$ cat src/hdl/cim_regs.svh
// Register offsets, field positions, reset values for the counter input unit
// Assumes a 32-bit AXI4-Lite slave with word-aligned registers
`ifndef CIM_REGS_SVH
`define CIM_REGS_SVH

`define CIM_OFF_CTRL 12'h000
`define CIM_OFF_CMD 12'h004
`define CIM_OFF_STAT 12'h008
`define CIM_OFF_COUNT 12'h00C
`define CIM_OFF_FIFO 12'h010
`define CIM_OFF_LEVEL 12'h014

`define CIM_CTRL_MODE_LSB 0
`define CIM_CTRL_SRC_FALL 4
`define CIM_CTRL_DIR_LSB 5
`define CIM_CTRL_PAUSE_EN 7
`define CIM_CTRL_PAUSE_LOW 8
`define CIM_CTRL_GATE_LOW 9
`define CIM_CTRL_SCLK_FALL 10
`define CIM_CTRL_FIRST_LOW 11
`define CIM_CTRL_HW_ARM 12
`define CIM_CTRL_RESET 32'h0000_0000

`define CIM_CMD_ARM 0
`define CIM_CMD_DISARM 1
`define CIM_CMD_CLR_OVR 2

`define CIM_STAT_ARMED 0
`define CIM_STAT_OVERRUN 1
`define CIM_STAT_DONE 2
`define CIM_STAT_FIFO_OVF 3

`endif

$ cat src/hdl/cim_pkg.sv
// Types shared by the counter input unit
// Assumes the register header is included by the files that need offsets
package cim_pkg;

	typedef enum logic [2:0] {
		CIM_EDGE_DEMAND,
		CIM_EDGE_SAMPLED,
		CIM_PW_SINGLE,
		CIM_PW_IMPLICIT,
		CIM_PW_SAMPLED,
		CIM_PM_SINGLE,
		CIM_PM_IMPLICIT,
		CIM_PM_SAMPLED
	} cim_mode_t;

	typedef enum logic [1:0] {
		CIM_DIR_UP,
		CIM_DIR_DOWN,
		CIM_DIR_PIN
	} cim_dir_t;

	typedef struct packed {
		logic first_low;
		logic sclk_fall;
		logic gate_low;
		logic pause_low;
		logic pause_en;
		cim_dir_t dir;
		logic src_fall;
		cim_mode_t mode;
	} cim_cfg_t;

	typedef struct packed {
		logic source;
		logic gate;
		logic dir;
		logic sclk;
		logic hw_arm;
	} cim_pins_t;

endpackage

$ cat src/hdl/cim_counter_input.sv
// Counter input unit: edge count, pulse width and pulse measurement
// Assumes AXI4-Lite master on mclk; pins are asynchronous; stream sink on mclk
`timescale 1ns/1ps
`default_nettype none
`include "cim_regs.svh"

module cim_counter_input #(
	parameter int CNT_W = 32,
	parameter int FIFO_DEPTH = 16,
	parameter int LVL_W = 5
) (
	input wire logic mclk,
	input wire logic rst,
	input wire logic ce,
	input wire logic s_axi_awvalid,
	output logic s_axi_awready,
	input wire logic [11:0] s_axi_awaddr,
	input wire logic s_axi_wvalid,
	output logic s_axi_wready,
	input wire logic [31:0] s_axi_wdata,
	input wire logic [3:0] s_axi_wstrb,
	output logic s_axi_bvalid,
	input wire logic s_axi_bready,
	output logic [1:0] s_axi_bresp,
	input wire logic s_axi_arvalid,
	output logic s_axi_arready,
	input wire logic [11:0] s_axi_araddr,
	output logic s_axi_rvalid,
	input wire logic s_axi_rready,
	output logic [31:0] s_axi_rdata,
	output logic [1:0] s_axi_rresp,
	input wire cim_pkg::cim_pins_t pins,
	output logic [CNT_W-1:0] strm_data,
	output logic strm_valid,
	input wire logic strm_ready
);

	// ------------------------------------------------------------
	// Pin synchronisation
	// ------------------------------------------------------------
	cim_pkg::cim_pins_t pins_s;
	cim_pkg::cim_pins_t pins_q;

	cim_sync #(.WIDTH(5)) u_sync (
		.mclk(mclk),
		.rst(rst),
		.ce(ce),
		.async_in(pins),
		.sync_out(pins_s)
	);

	always_ff @(posedge mclk or posedge rst) begin
		if (rst) begin
			pins_q <= '0;
		end else if (ce) begin
			pins_q <= pins_s;
		end
	end

	// ------------------------------------------------------------
	// Registers
	// ------------------------------------------------------------
	logic [31:0] ctrl_q;
	cim_pkg::cim_cfg_t cfg;
	assign cfg = {ctrl_q[`CIM_CTRL_FIRST_LOW], ctrl_q[`CIM_CTRL_SCLK_FALL],
		ctrl_q[`CIM_CTRL_GATE_LOW], ctrl_q[`CIM_CTRL_PAUSE_LOW], ctrl_q[`CIM_CTRL_PAUSE_EN],
		ctrl_q[`CIM_CTRL_DIR_LSB +: 2], ctrl_q[`CIM_CTRL_SRC_FALL],
		ctrl_q[`CIM_CTRL_MODE_LSB +: 3]};

	logic armed_q;
	logic overrun_q;
	logic done_q;
	logic fifo_ovf_q;
	logic [CNT_W-1:0] count_q;

	logic aw_hold_q;
	logic w_hold_q;
	logic [11:0] awaddr_q;
	logic [31:0] wdata_q;
	logic [3:0] wstrb_q;
	logic wr_go;
	logic rd_go;
	logic fifo_pop_sw;

	assign wr_go = aw_hold_q && w_hold_q && !s_axi_bvalid;
	assign rd_go = s_axi_arvalid && s_axi_arready;

	function automatic logic [31:0] strb_merge(input logic [31:0] old_v,
		input logic [31:0] new_v, input logic [3:0] strb);
		logic [31:0] res;
		res = old_v;
		for (int i = 0; i < 4; i++) begin
			if (strb[i]) begin
				res[i*8 +: 8] = new_v[i*8 +: 8];
			end
		end
		return res;
	endfunction

	always_ff @(posedge mclk or posedge rst) begin
		if (rst) begin
			aw_hold_q <= 1'b0;
			w_hold_q <= 1'b0;
			awaddr_q <= 12'h000;
			wdata_q <= 32'h0000_0000;
			wstrb_q <= 4'h0;
			s_axi_awready <= 1'b1;
			s_axi_wready <= 1'b1;
			s_axi_bvalid <= 1'b0;
			s_axi_bresp <= 2'h0;
		end else if (ce) begin
			if (s_axi_awvalid && s_axi_awready) begin
				aw_hold_q <= 1'b1;
				awaddr_q <= s_axi_awaddr;
				s_axi_awready <= 1'b0;
			end
			if (s_axi_wvalid && s_axi_wready) begin
				w_hold_q <= 1'b1;
				wdata_q <= s_axi_wdata;
				wstrb_q <= s_axi_wstrb;
				s_axi_wready <= 1'b0;
			end
			if (wr_go) begin
				aw_hold_q <= 1'b0;
				w_hold_q <= 1'b0;
				s_axi_bvalid <= 1'b1;
				case (awaddr_q)
					`CIM_OFF_CTRL, `CIM_OFF_CMD: s_axi_bresp <= 2'h0;
					default: s_axi_bresp <= 2'h2;
				endcase
			end
			if (s_axi_bvalid && s_axi_bready) begin
				s_axi_bvalid <= 1'b0;
				s_axi_awready <= 1'b1;
				s_axi_wready <= 1'b1;
			end
		end
	end

	logic cmd_arm;
	logic cmd_disarm;
	logic cmd_clr;
	assign cmd_arm = wr_go && awaddr_q == `CIM_OFF_CMD && wstrb_q[0] && wdata_q[`CIM_CMD_ARM];
	assign cmd_disarm = wr_go && awaddr_q == `CIM_OFF_CMD && wstrb_q[0]
		&& wdata_q[`CIM_CMD_DISARM];
	assign cmd_clr = wr_go && awaddr_q == `CIM_OFF_CMD && wstrb_q[0]
		&& wdata_q[`CIM_CMD_CLR_OVR];

	always_ff @(posedge mclk or posedge rst) begin
		if (rst) begin
			ctrl_q <= `CIM_CTRL_RESET;
		end else if (ce && wr_go && awaddr_q == `CIM_OFF_CTRL && !armed_q) begin
			ctrl_q <= strb_merge(ctrl_q, wdata_q, wstrb_q);
		end
	end

	// ------------------------------------------------------------
	// Edge detection and arming
	// ------------------------------------------------------------
	logic src_edge;
	logic sclk_edge;
	logic gate_act;
	logic gate_act_prev;
	logic gate_rise;
	logic gate_fall;
	logic pause_on;
	logic hw_arm_edge;
	logic start_q;
	logic phase_q;

	assign src_edge = cfg.src_fall ? (pins_q.source && !pins_s.source)
		: (!pins_q.source && pins_s.source);
	assign sclk_edge = cfg.sclk_fall ? (pins_q.sclk && !pins_s.sclk)
		: (!pins_q.sclk && pins_s.sclk);
	assign gate_act = pins_s.gate ^ cfg.gate_low;
	assign gate_act_prev = pins_q.gate ^ cfg.gate_low;
	assign gate_rise = gate_act && !gate_act_prev;
	assign gate_fall = !gate_act && gate_act_prev;
	assign pause_on = cfg.pause_en && (pins_s.gate ^ cfg.pause_low);
	assign hw_arm_edge = ctrl_q[`CIM_CTRL_HW_ARM] && pins_s.hw_arm && !pins_q.hw_arm;

	logic is_edge;
	logic is_pm;
	logic is_single;
	logic is_sampled;
	logic is_implicit;
	assign is_edge = cfg.mode == cim_pkg::CIM_EDGE_DEMAND || cfg.mode == cim_pkg::CIM_EDGE_SAMPLED;
	assign is_pm = cfg.mode == cim_pkg::CIM_PM_SINGLE || cfg.mode == cim_pkg::CIM_PM_IMPLICIT
		|| cfg.mode == cim_pkg::CIM_PM_SAMPLED;
	assign is_single = cfg.mode == cim_pkg::CIM_PW_SINGLE || cfg.mode == cim_pkg::CIM_PM_SINGLE;
	assign is_sampled = cfg.mode == cim_pkg::CIM_PW_SAMPLED
		|| cfg.mode == cim_pkg::CIM_PM_SAMPLED;
	assign is_implicit = cfg.mode == cim_pkg::CIM_PW_IMPLICIT
		|| cfg.mode == cim_pkg::CIM_PM_IMPLICIT;

	logic arm_ev;
	assign arm_ev = (cmd_arm || hw_arm_edge) && !armed_q;

	always_ff @(posedge mclk or posedge rst) begin
		if (rst) begin
			armed_q <= 1'b0;
		end else if (ce) begin
			if (cmd_disarm) begin
				armed_q <= 1'b0;
			end else if (arm_ev) begin
				armed_q <= 1'b1;
			end
		end
	end

	// ------------------------------------------------------------
	// Measurement core
	// ------------------------------------------------------------
	logic [CNT_W-1:0] hi_last_q;
	logic [CNT_W-1:0] lo_last_q;
	logic have_q;
	logic push;
	logic [CNT_W-1:0] push_data;
	logic push2_q;
	logic [CNT_W-1:0] push2_data_q;
	logic meas_end;
	logic start_edge;
	logic [CNT_W-1:0] step_cnt;

	// Pulse measurement starts on the chosen phase; width starts on the active edge
	assign start_edge = is_pm ? (cfg.first_low ? gate_fall : gate_rise) : gate_rise;
	assign meas_end = is_pm ? (gate_rise || gate_fall) : gate_fall;
	assign step_cnt = src_edge ? count_q + CNT_W'(1) : count_q;

	always_ff @(posedge mclk or posedge rst) begin
		if (rst) begin
			count_q <= '0;
			start_q <= 1'b0;
			phase_q <= 1'b0;
			done_q <= 1'b0;
			hi_last_q <= '0;
			lo_last_q <= '0;
			have_q <= 1'b0;
		end else if (ce) begin
			if (arm_ev) begin
				count_q <= '0;
				start_q <= 1'b0;
				done_q <= 1'b0;
				have_q <= 1'b0;
			end else if (armed_q && is_edge) begin
				if (src_edge && !pause_on) begin
					case (cfg.dir)
						cim_pkg::CIM_DIR_UP: count_q <= count_q + CNT_W'(1);
						cim_pkg::CIM_DIR_DOWN: count_q <= count_q - CNT_W'(1);
						cim_pkg::CIM_DIR_PIN: count_q <= pins_s.dir ? count_q + CNT_W'(1)
							: count_q - CNT_W'(1);
						default: count_q <= count_q;
					endcase
				end
			end else if (armed_q && !done_q) begin
				// Cleared first so a pulse ending on the sample edge still counts
				if (sclk_edge && is_sampled) begin
					have_q <= 1'b0;
				end
				if (!start_q) begin
					if (start_edge) begin
						start_q <= 1'b1;
						phase_q <= gate_act;
						count_q <= '0;
					end
				end else if (meas_end) begin
					count_q <= '0;
					phase_q <= gate_act;
					if (phase_q || !is_pm) begin
						hi_last_q <= count_q;
					end else begin
						lo_last_q <= count_q;
					end
					if (!is_pm || phase_q == cfg.first_low) begin
						have_q <= 1'b1;
					end
					// Single pulse mode stops after the second phase, single width mode after the first
					if (is_single && (!is_pm || phase_q == cfg.first_low)) begin
						done_q <= 1'b1;
						start_q <= 1'b0;
					end
				end else if (is_pm || gate_act) begin
					count_q <= step_cnt;
				end
			end
		end
	end

	always_comb begin
		push = 1'b0;
		push_data = count_q;
		if (armed_q && !arm_ev && ce) begin
			if (cfg.mode == cim_pkg::CIM_EDGE_SAMPLED && sclk_edge) begin
				push = 1'b1;
			end else if (is_sampled && sclk_edge && have_q) begin
				push = 1'b1;
				push_data = hi_last_q;
			end else if ((is_implicit || is_single) && start_q && !done_q && meas_end) begin
				push = 1'b1;
			end
		end
	end

	// Sampled pulse measurement emits the low count right after the high one
	always_ff @(posedge mclk or posedge rst) begin
		if (rst) begin
			push2_q <= 1'b0;
			push2_data_q <= '0;
		end else if (ce) begin
			push2_q <= push && cfg.mode == cim_pkg::CIM_PM_SAMPLED;
			push2_data_q <= lo_last_q;
		end
	end

	always_ff @(posedge mclk or posedge rst) begin
		if (rst) begin
			overrun_q <= 1'b0;
		end else if (ce) begin
			if (armed_q && is_sampled && sclk_edge && !have_q) begin
				overrun_q <= 1'b1;
			end else if (cmd_clr || cmd_disarm) begin
				overrun_q <= 1'b0;
			end
		end
	end

	// ------------------------------------------------------------
	// Capture FIFO and stream
	// ------------------------------------------------------------
	logic [CNT_W-1:0] mem_q [FIFO_DEPTH];
	logic [LVL_W-1:0] wr_ptr_q;
	logic [LVL_W-1:0] rd_ptr_q;
	logic [LVL_W-1:0] level;
	logic fifo_wr;
	logic [CNT_W-1:0] fifo_wdata;
	logic fifo_rd;

	assign level = wr_ptr_q - rd_ptr_q;
	assign fifo_wr = (push || push2_q) && level != LVL_W'(FIFO_DEPTH);
	assign fifo_wdata = push ? push_data : push2_data_q;
	assign fifo_rd = level != '0 && (!strm_valid || strm_ready || fifo_pop_sw);

	always_ff @(posedge mclk) begin
		if (ce && fifo_wr) begin
			mem_q[wr_ptr_q[LVL_W-2:0]] <= fifo_wdata;
		end
	end

	always_ff @(posedge mclk or posedge rst) begin
		if (rst) begin
			wr_ptr_q <= '0;
			rd_ptr_q <= '0;
			fifo_ovf_q <= 1'b0;
			strm_valid <= 1'b0;
			strm_data <= '0;
		end else if (ce) begin
			if (fifo_wr) begin
				wr_ptr_q <= wr_ptr_q + LVL_W'(1);
			end
			if ((push || push2_q) && !fifo_wr) begin
				fifo_ovf_q <= 1'b1;
			end else if (cmd_clr) begin
				fifo_ovf_q <= 1'b0;
			end
			if (fifo_rd) begin
				rd_ptr_q <= rd_ptr_q + LVL_W'(1);
				strm_valid <= 1'b1;
				strm_data <= mem_q[rd_ptr_q[LVL_W-2:0]];
			end else if (strm_ready || fifo_pop_sw) begin
				strm_valid <= 1'b0;
			end
		end
	end

	// ------------------------------------------------------------
	// Read channel
	// ------------------------------------------------------------
	assign fifo_pop_sw = rd_go && s_axi_araddr == `CIM_OFF_FIFO && strm_valid;

	always_ff @(posedge mclk or posedge rst) begin
		if (rst) begin
			s_axi_arready <= 1'b1;
			s_axi_rvalid <= 1'b0;
			s_axi_rdata <= 32'h0000_0000;
			s_axi_rresp <= 2'h0;
		end else if (ce) begin
			if (rd_go) begin
				s_axi_arready <= 1'b0;
				s_axi_rvalid <= 1'b1;
				s_axi_rresp <= 2'h0;
				case (s_axi_araddr)
					`CIM_OFF_CTRL: s_axi_rdata <= ctrl_q;
					`CIM_OFF_STAT: s_axi_rdata <= {28'h0, fifo_ovf_q, done_q, overrun_q, armed_q};
					`CIM_OFF_COUNT: s_axi_rdata <= 32'(count_q);
					`CIM_OFF_FIFO: s_axi_rdata <= strm_valid ? 32'(strm_data) : 32'h0000_0000;
					`CIM_OFF_LEVEL: s_axi_rdata <= 32'(level);
					default: begin
						s_axi_rdata <= 32'h0000_0000;
						s_axi_rresp <= 2'h2;
					end
				endcase
			end else if (s_axi_rvalid && s_axi_rready) begin
				s_axi_rvalid <= 1'b0;
				s_axi_arready <= 1'b1;
			end
		end
	end

endmodule

`default_nettype wire

$ cat src/hdl/cim_sync.sv
// Two-stage synchroniser for a group of asynchronous pins
// Assumes inputs are unrelated to mclk
`timescale 1ns/1ps
`default_nettype none

module cim_sync #(
	parameter int WIDTH = 5
) (
	input wire logic mclk,
	input wire logic rst,
	input wire logic ce,
	input wire logic [WIDTH-1:0] async_in,
	output logic [WIDTH-1:0] sync_out
);

	logic [WIDTH-1:0] meta_q;

	always_ff @(posedge mclk or posedge rst) begin
		if (rst) begin
			meta_q <= '0;
			sync_out <= '0;
		end else if (ce) begin
			meta_q <= async_in;
			sync_out <= meta_q;
		end
	end

endmodule

`default_nettype wire

$ cat config.mk
export PLATFORM = sky130hd
export DESIGN_NAME = cim_counter_input
export DESIGN_NICKNAME = d
export VERILOG_FILES = /design/src/hdl/cim_pkg.sv /design/src/hdl/cim_counter_input.sv /design/src/hdl/cim_sync.sv
export VERILOG_INCLUDE_DIRS = /design/src /design/src/hdl
export SDC_FILE = /design/constraint.sdc
export NUM_CORES = 1
export LEC_CHECK = 0
export BUFFER_PORTS_ARGS = -buffer_cell sky130_fd_sc_hd__buf_2
export CORE_AREA = 2 2 239 241
export DETAILED_ROUTE_END_ITERATION = 6
export DIE_AREA = 0 0 241 243
export PLACE_DENSITY = 0.89
export SLEW_MARGIN = 30
export SYNTH_ARGS = -nofsm -noshare
export SYNTH_HDL_FRONTEND = slang
export SYNTH_SLANG_ARGS = --single-unit
$ cat constraint.sdc
create_clock -name mclk -period 30.9 [get_ports mclk]
set_input_delay 7.725 -clock mclk [delete_from_list [all_inputs] [get_ports mclk]]
set_output_delay 7.725 -clock mclk [all_outputs]
set_load 0.02 [all_outputs]
# After elaboration in Yosys (flattened, before gate mapping)
# Memory sizes are Yosys's and may differ from the RTL's. A register that Yosys moved wholly into a read port is not among the register bits.
# Cells that the tools add are included.
[totals]
word_cells = 277
mem_bits_rw = 512
out_inout_bits = 74
ff_bits = 284
memories = 1
[memory_table]
columns = ["memory", "depth", "word_bits", "read_ports", "rd_clocked_by_memory_dff", "wr", "line_no", "source"]
rows = [
  ["mem_q", 16, 32, 1, 1, 1, "cim_counter_input.sv:330", "logic [CNT_W-1:0] mem_q [FIFO_DEPTH];"],
]
[op_classes]
n_eq_ne = 22
n_addsub = 5
mux = 75
n_reduce_logical = 130
bitwise = 6
[op_table]
columns = ["cell", "count"]
rows = [
  ["32-bit two-way mux", 15],
  ["32-bit case mux with 5 select lines", 1],
  ["32-bit case mux with 3 select lines", 1],
  ["1-bit two-way mux", 56],
  ["1-bit logical AND", 47],
  ["2-bit AND reduction", 20],
  ["32-bit by 1-bit adder with 32-bit output, second input constant", 1],
  ["32-bit by 1-bit subtractor with 32-bit output, second input constant", 1],
  ["2-bit nonzero test", 15],
  ["12-bit by 4-bit == test with 1-bit output, second input constant", 2],
  ["12-bit by 5-bit == test with 1-bit output, second input constant", 2],
  ["12-bit zero test", 2],
  ["7-bit AND reduction", 3],
  ["1-bit logical OR", 17],
  ["1-bit zero test", 16],
  ["12-bit by 3-bit == test with 1-bit output, second input constant", 1],
  ["3-bit == test, second input constant", 4],
  ["6-bit AND reduction", 2],
  ["5-bit by 1-bit adder with 5-bit output, second input constant", 2],
  ["5-bit by 2-bit != test with 1-bit output, second input constant", 2],
  ["3-bit by 2-bit == test with 1-bit output, second input constant", 2],
  ["5-bit by 1-bit != test with 1-bit output, second input constant", 1],
  ["5-bit != test, second input constant", 1],
  ["5-bit nonzero test", 1],
  ["other kinds (18)", 23],
]

# Longest topological paths before layout
# Gate-level depths: netlist (run 1).
[depth]
word_depth = 17
mapped_depth = 13
mapped_depth_nobuf = 11

# Cells and area by module
# A second synthesis (run 1) with hierarchy kept.
[hier_totals]
hier_cells = 2110
area_unflattened_um2 = 35277.6
[by_module_without_submodules]
columns = ["mod", "cells_each", "area_per_inst_um2", "n_inst", "seq_area_each_um2"]
rows = [
  ["cim_counter_input", 2088, 34862.2, 1, 22985.8],
  ["cim_sync", 22, 415.4, 1, 250.2],
]

# Least setup slack after synthesis (run 1)
# OpenSTA, ideal clock, no wires.
[synth_timing]
kind = "input to register"
from = "input port ce"
to = "memory mem_q[3][0], enable pin"
path_buffers = 2
arrival_ns = 11.146
setup_ns = 0.461
required_time_ns = 30.439
path_slack_ns = 19.293
path_stages = 7
cell_sequence = "clkbuf_1 > nand2_1 > a21oi_1 > o32a_1 > clkbuf_1 > nand2_1 > nor3_1"
[synth_via]
elab_chain_len = 7
[synth_rtl]
columns = ["element", "line_no", "source"]
rows = [
  ["start: declaration", "cim_counter_input.sv:14", "input wire logic ce,"],
  ["1-bit logical AND", "cim_counter_input.sv:292", "if (armed_q && !arm_ev && ce) begin"],
  ["1-bit two-way mux", "cim_counter_input.sv:292", ""],
  ["1-bit logical OR", "cim_counter_input.sv:339", "assign fifo_wr = (push || push2_q) && level != LVL_W'(FIFO_DEPTH);"],
  ["1-bit logical AND", "cim_counter_input.sv:339", ""],
  ["1-bit logical AND *", "cim_counter_input.sv:344", "if (ce && fifo_wr) begin"],
  ["1-bit two-way mux *", "cim_counter_input.sv:344", ""],
  ["1-bit two-way mux (implied by the code) *", "cim_counter_input.sv:345", "mem_q[wr_ptr_q[LVL_W-2:0]] <= fifo_wdata;"],
  ["end: declaration", "cim_counter_input.sv:330", ""],
]
# Mark *: on every way between the ends. The rest lies on a longest branch, timed or not.

# Worst setup path in the final report (run 1)
[layout_timing]
from = "input port ce"
to = "memory mem_q[2][21], enable pin"
# The elaborated chain is that of the path after synthesis.

==> impl_metrics.env, run 1 <==
export IMPL_max_freq_ghz=0.08425
export IMPL_cts_resized=0
export IMPL_viasPerCell=6.914
export IMPL_start_util_pct=61.61
export IMPL_syn_area_sq_mm=0.03447
export IMPL_placed_cell_area_sq_mm=0.03650
export IMPL_ant_nets=0
export IMPL_cts_tree="yes"
export IMPL_vias=21337
export IMPL_power_density_mw_per_mm2=67.17
export IMPL_path_buf_inv=4
export IMPL_grt_max_degree=186
export IMPL_ys_warnings_count=0
export IMPL_final_util_pct=70.02
export IMPL_first_pass_iters=7
export IMPL_status="finished with violations"
export IMPL_setup_viol=0
export IMPL_clockRootBuffer="clkbuf_16"
export IMPL_drive_gt1_share_pct=32.96
export IMPL_seq_area_frac_synth_pct=67.41
export IMPL_async_flop_share_pct=38.01
export IMPL_cp_max_fo=67
export IMPL_area_delta_synth_final_pct=13.65
export IMPL_worstMarginPinSlew_ns=1.043
export IMPL_overflow=0
export IMPL_relSlewSlack_pct=30.20
export IMPL_clock_path_buffers=3
export IMPL_slowest_delay_ns=0.81
export IMPL_grt_pass1_vias=21710
export IMPL_cp_common_cell="buf_4"
export IMPL_tns_ns=0
export IMPL_boundaryPins=148
export IMPL_layoutNonFillerInstCount=3086
export IMPL_cts_made_buffers=78
export IMPL_grt_pass1_wl_mm=139.8
export IMPL_worst_setup_path_start_kind="input pin"
export IMPL_dp_cells=2939
export IMPL_die_y_um=243
export IMPL_dieArea_sq_mm=0.05856
export IMPL_core_sq_mm=0.05595
export IMPL_hold_path_class="flip-flop to flip-flop"
export IMPL_die_x_um=241
export IMPL_drt_drc_violations_left=24
export IMPL_critPathRequiredTime_ns=31.17
export IMPL_htree_levels=3
export IMPL_critPathTopFamily="buffers and inverters"
export IMPL_rsz0062_at_grt="no"
export IMPL_synth_edf_count=512
export IMPL_postCtsHoldBufs=0
export IMPL_grt_util_all_layers_pct=32.55
export IMPL_ys_ff_latch=826
export IMPL_hpwlAfterDp_mm=55.42
export IMPL_fin_crit_sh_pct=38.41
export IMPL_first_iter_violations=3142
export IMPL_gp_congestion=0.9403
export IMPL_vdd_drop_max_mv=0.04449
export IMPL_wire_per_inst_um=30.41
export IMPL_cts_setup_buffers=0
export IMPL_crit_slowest_cell="nor3_2"
export IMPL_endpoint_kind="flip-flop"
export IMPL_numPortBuffers=145
export IMPL_synthFlopType="edfxtp_1"
export IMPL_crit_chain="buf_2, buf_4, nand2_1, a21oi_4, buf_4, o32a_1, nand2_1, nor3_2, buf_4"
export IMPL_period_needed_ns=11.87
export IMPL_hold_violations=0
export IMPL_p_leak_uw=0.01347
export IMPL_clk_insertion_delay_late_ns=0.65
export IMPL_antenna_cells=0
export IMPL_rows=87
export IMPL_final_nets=2360
export IMPL_crit_type="input pin to flip-flop"
export IMPL_cts_sinks=826
export IMPL_drt_total_wl_mm=93.86
export IMPL_hold_ws_ns=0.4803
export IMPL_synth_cell_types=73
export IMPL_post_route_cell_area_sq_mm=0.03918
export IMPL_fin_skew_ns=0.03503
export IMPL_syn_avg_cell_area_sq_um=16.22
export IMPL_syn_inst=2125
export IMPL_clk_pin_slew_worst_paths_ns=0.06
export IMPL_antenna_found_initial=1
export IMPL_violations="design-rule violations"
export IMPL_drv_cap=0
export IMPL_slew_viol_final=0
export IMPL_critPathArrivalTime_ns=12.14
export IMPL_largest_reg_flops=512
-- cell usage in the layout (no fill, tap or decap), types with 7 or more instances in the layout --
| cell type | count |
|---|---|
| and4_1 | 7 |
| o22ai_1 | 11 |
| clkinv_2 | 15 |
| nor2_4 | 11 |
| ha_1 | 16 |
| nand3_1 | 31 |
| xor2_1 | 11 |
| clkbuf_8 | 7 |
| xnor2_1 | 15 |
| a31oi_1 | 9 |
| clkbuf_1 | 20 |
| nor3_1 | 19 |
| a21oi_1 | 44 |
| mux2i_1 | 38 |
| buf_16 | 11 |
| a222oi_1 | 30 |
| mux4_2 | 161 |
| mux2_2 | 213 |
| dfrtp_1 | 309 |
| o31ai_1 | 11 |
| a21oi_2 | 30 |
| inv_1 | 26 |
| nand4_1 | 7 |
| buf_4 | 36 |
| a22o_1 | 17 |
| nor2_1 | 86 |
| o21ai_0 | 96 |
| buf_6 | 7 |
| inv_6 | 7 |
| buf_2 | 145 |
| and3_1 | 14 |
| nor4_1 | 12 |
| nand2_1 | 124 |
| clkbuf_16 | 79 |
| edfxtp_1 | 512 |
| nand2b_1 | 7 |
-- metal layers --
metal / share of wire (%) / track usage [%] / vias to the layer above
li1: - / - / 8570
met1: 36 / 43.63 / 10926
met2: 50 / 53.16 / 1545
met3: 10 / 6.028 / 294
met4: 4.1 / 13.14 / 2
met5: 0.014 / 0 / -
-- per-stage QoR --
step	worst slack, ns	total power [uW]
3_3_place_gp	18.94	1665
3_5_place_dp	18.55	1684
2_1_floorplan	14.49	1565
4_1_cts	19.18	2635
6_report	19.03	2632
5_1_grt	18.83	2708
-- synthesized netlist by cell type, types with 15 or more instances --
library cell | count | area [sq um]
edfxtp_1 | 512 | 15370
dfrtp_1 | 311 | 7782
mux2_2 | 213 | 2399
mux4_2 | 161 | 3626
nand2_1 | 125 | 469.2
clkbuf_1 | 117 | 439.2
nor2_1 | 97 | 364.1
o21ai_0 | 96 | 480.5
a21oi_1 | 75 | 375.4
mux2i_1 | 38 | 380.4
nand3_1 | 32 | 160.2
a222oi_1 | 30 | 300.3
inv_1 | 27 | 101.4
buf_1 | 24 | 90.09
nor3_1 | 23 | 115.1
a22o_1 | 17 | 148.9
ha_1 | 16 | 200.2
and3_1 | 15 | 93.84
nor4_1 | 15 | 93.84
xnor2_1 | 15 | 131.4
-- path summary, 6_finish.rpt --
path	cells past startpoint	start	slack, ns	endpoint
hold reg to reg	2	s_axi_rdata[16]	0.48	s_axi_rdata[16]
setup reg to reg	9	rd_ptr_q[1]	25.62	mem_q[2][21]
min in group asynchronous	2	rst	7.17	wdata_q[9]
hold / removal	2	s_axi_rdata[16]	0.48	s_axi_rdata[16]
setup / recovery	9	ce	19.03	mem_q[2][21]
max in group asynchronous	4	rst	22.29	ctrl_q[23]
-- worst register-to-register path: cells and delay by family (launching register included) --
kind	cells	cell delay, ns
fa+ha+maj	1	0.34
flops	1	1.08
compound gates	3	0.79
xor+xnor	1	0.71
buf+inv	2	0.81
simple gates	2	1.17
-- final cells by class --
cell class | instances | area (sq um)
clock inverters | 35 | 364.1
flip-flops and latches | 826 | 23240
repair buffers | 207 | 1501
clock buffers | 106 | 2142
inverters | 28 | 117.6
multi-input cells | 1128 | 10860
well taps | 756 | 945.9
fillers | 3313 | 16770
-- logic make-up after synthesis --
kind of cell,share of synthesized area [%]
DFF,67.41
muxes,18.58
and+or+nand+nor,5.089
AOI/OAI and AO/OA,5.717
buffers and inverters,1.898
xor gates and xnor gates,0.6606
adders and majority gates,0.6388
other,0.01088
-- power breakdown --
group / internal (uW) / leakage, uW / switching, uW
logic: 164 / 0.00456 / 204
registers: 1220 / 0.00768 / 83.7
clock network: 527 / 0.00124 / 433
total: 1910 / 0.0135 / 721
(Power assumes the default switching activity.)
==> run 2, diff against run 1 <==
- CORE_AREA: 2 2 239 241 -> 2 2 241 243
- DIE_AREA: 0 0 241 243 -> 0 0 243 245
- PLACE_DENSITY: 0.89 -> 0.88
- clock period: 30.9 -> 11.4 ns (I/O delays scaled with it)
==> impl_metrics.env, run 2 (synthesis gave the netlist of run 1 again) <==
export IMPL_status="finished with violations"
export IMPL_violations="design-rule violations"
export IMPL_die_x_um=243
export IMPL_hold_path_class="flip-flop to flip-flop"
export IMPL_area_delta_synth_final_pct=14.64
export IMPL_cts_setup_buffers=0
export IMPL_drt_total_wl_mm=94.43
export IMPL_fin_crit_sh_pct=61.10
export IMPL_viasPerCell=6.918
export IMPL_rows=88
export IMPL_hpwlAfterDp_mm=55.96
export IMPL_start_util_pct=60.44
export IMPL_final_nets=2356
export IMPL_boundaryPins=148
export IMPL_r2r_cells=11
export IMPL_numPortBuffers=145
export IMPL_period_needed_ns=6.965
export IMPL_critPathArrivalTime_ns=7.24
export IMPL_worstMarginPinSlew_ns=0.9501
export IMPL_cts_made_buffers=80
export IMPL_vias=21446
export IMPL_fin_skew_ns=0.03922
export IMPL_first_pass_iters=7
export IMPL_tns_ns=0
export IMPL_vdd_drop_max_mv=0.1333
export IMPL_clk_insertion_delay_late_ns=0.66
export IMPL_clockPowerShare_pct=38.5
export IMPL_hold_violations=0
export IMPL_cell_internal_pwr_uw=5396
export IMPL_ant_nets=0
export IMPL_grt_pass1_wl_mm=142.1
export IMPL_p_leak_uw=0.01354
export IMPL_drt_drc_violations_left=38
export IMPL_core_sq_mm=0.05703
export IMPL_reg2reg_slack_ns=6.21
export IMPL_htree_levels=3
export IMPL_cp_max_fo=67
export IMPL_pwr_share_comb_pct=14.0
export IMPL_gp_congestion=0.9429
export IMPL_cts_resized=0
export IMPL_power_density_mw_per_mm2=186.9
export IMPL_seq_power_share_pct=47.5
export IMPL_die_y_um=245
export IMPL_grt_max_degree=177
export IMPL_endpoint_kind="flip-flop"
export IMPL_hold_path_startpoint="s_axi_rdata[11]"
export IMPL_hold_depth=2
export IMPL_overflow=0
export IMPL_r2r_end="mem_q[3][12]"
export IMPL_critPathRequiredTime_ns=11.68
export IMPL_power_switching_uw=1990
export IMPL_cts_sinks=826
export IMPL_setup_viol=0
export IMPL_final_common_cell="edfxtp_1"
export IMPL_clk_pin_slew_worst_paths_ns=0.06
export IMPL_relSlewSlack_pct=36.66
export IMPL_postCtsHoldBufs=0
export IMPL_wire_per_inst_um=30.46
export IMPL_grt_util_all_layers_pct=32.21
export IMPL_drv_cap=0
export IMPL_swShare_pct=26.94
export IMPL_rsz0062_at_grt="no"
export IMPL_worst_setup_path_start_kind="input pin"
export IMPL_worst_hold_path_endpoint="s_axi_rdata[11]"
export IMPL_grt_pass1_vias=22156
export IMPL_slew_viol_final=0
export IMPL_crit_type="input pin to flip-flop"
export IMPL_hold_ws_ns=0.4829
export IMPL_first_iter_violations=3170
export IMPL_dieArea_sq_mm=0.05954
export IMPL_clock_path_buffers=3
export IMPL_clockRootBuffer="clkbuf_16"
export IMPL_drive_gt1_share_pct=33.32
export IMPL_r2r_start="ctrl_q[9]"
export IMPL_max_freq_ghz=0.1436
export IMPL_cts_tree="yes"
export IMPL_antenna_found_initial=4
export IMPL_largest_reg_flops=512
export IMPL_final_cell_mix="edfxtp_1, dfrtp_1, mux2_2"
[run 2: changes by cell type in the layout (fill, tap and decap cells not counted), sizes merged]
cell / before / now
clkinvlp: 1 / 9
bufinv: 4 / 11
clkbuf: 107 / 101
buf: 206 / 201
inv: 35 / 30
clkinv: 23 / 26
diode: 0 / 3
[run 2: metal layers]
| metal | track usage [%] | up-vias | share of wire, % |
|---|---|---|---|
| li1 | - | 8573 | - |
| met1 | 42.47 | 10910 | 36 |
| met2 | 53.20 | 1605 | 50 |
| met3 | 5.729 | 356 | 9.9 |
| met4 | 14.45 | 2 | 4.8 |
| met5 | 0 | - | 0.014 |
[run 2: worst max-delay path by stage]
stage	cells past startpoint	end	from
floorplan	1	armed_q	rst
global placement	9	mem_q[3][28]	ce
detailed placement	9	mem_q[0][26]	ce
CTS	9	mem_q[1][31]	ce
global route	9	mem_q[0][23]	ce
finish	9	mem_q[3][12]	ce
[run 2: layout make-up]
| type | count | area, sq um |
|---|---|---|
| Multi-Input combinational cell | 1128 | 10900 |
| Sequential cell | 826 | 23240 |
| Clock buffer | 101 | 2203 |
| Fill cell | 3449 | 17520 |
| Antenna cell | 3 | 7.507 |
| Timing Repair Buffer | 201 | 1490 |
| Clock inverter | 48 | 611.8 |
| Tap cell | 765 | 957.2 |
| Inverter | 28 | 108.9 |
[run 2: critical path, cell delays in order]
cell,delay (ns)
buf_2,0.08
buf_4,0.68
nand2_1,0.35
a21oi_4,0.20
buf_4,0.70
o32a_1,0.62
nand2_1,0.40
nor3_4,0.72
buf_4,0.53
[run 2: per-stage QoR]
| stage | area [sq um] | util (%) | total power [uW] | worst slack, ns | instances |
|---|---|---|---|---|---|
| finish | 39520 | 69.29 | 7386 | 4.435 | 3100 |
| global route | 39510 | 69.28 | 7597 | 4.363 | 3097 |
| CTS | 39380 | 69.05 | 7387 | 4.324 | 3094 |
| detailed placement | 36570 | 64.11 | 4574 | 3.812 | 2945 |
| global placement | 36030 | 63.18 | 4523 | 4.213 | 2926 |
| floorplan | 34480 | - | 4243 | 4.370 | 2126 |
[run 2: power groups by stage]
stage / logic, uW / clock network [uW] / registers, uW
after floorplan: 760 / 0 / 3480
after global placement: 943 / 0 / 3580
after detailed placement: 1010 / 0 / 3560
after CTS: 1030 / 2860 / 3500
after global routing: 1100 / 2970 / 3530
final: 1040 / 2840 / 3510
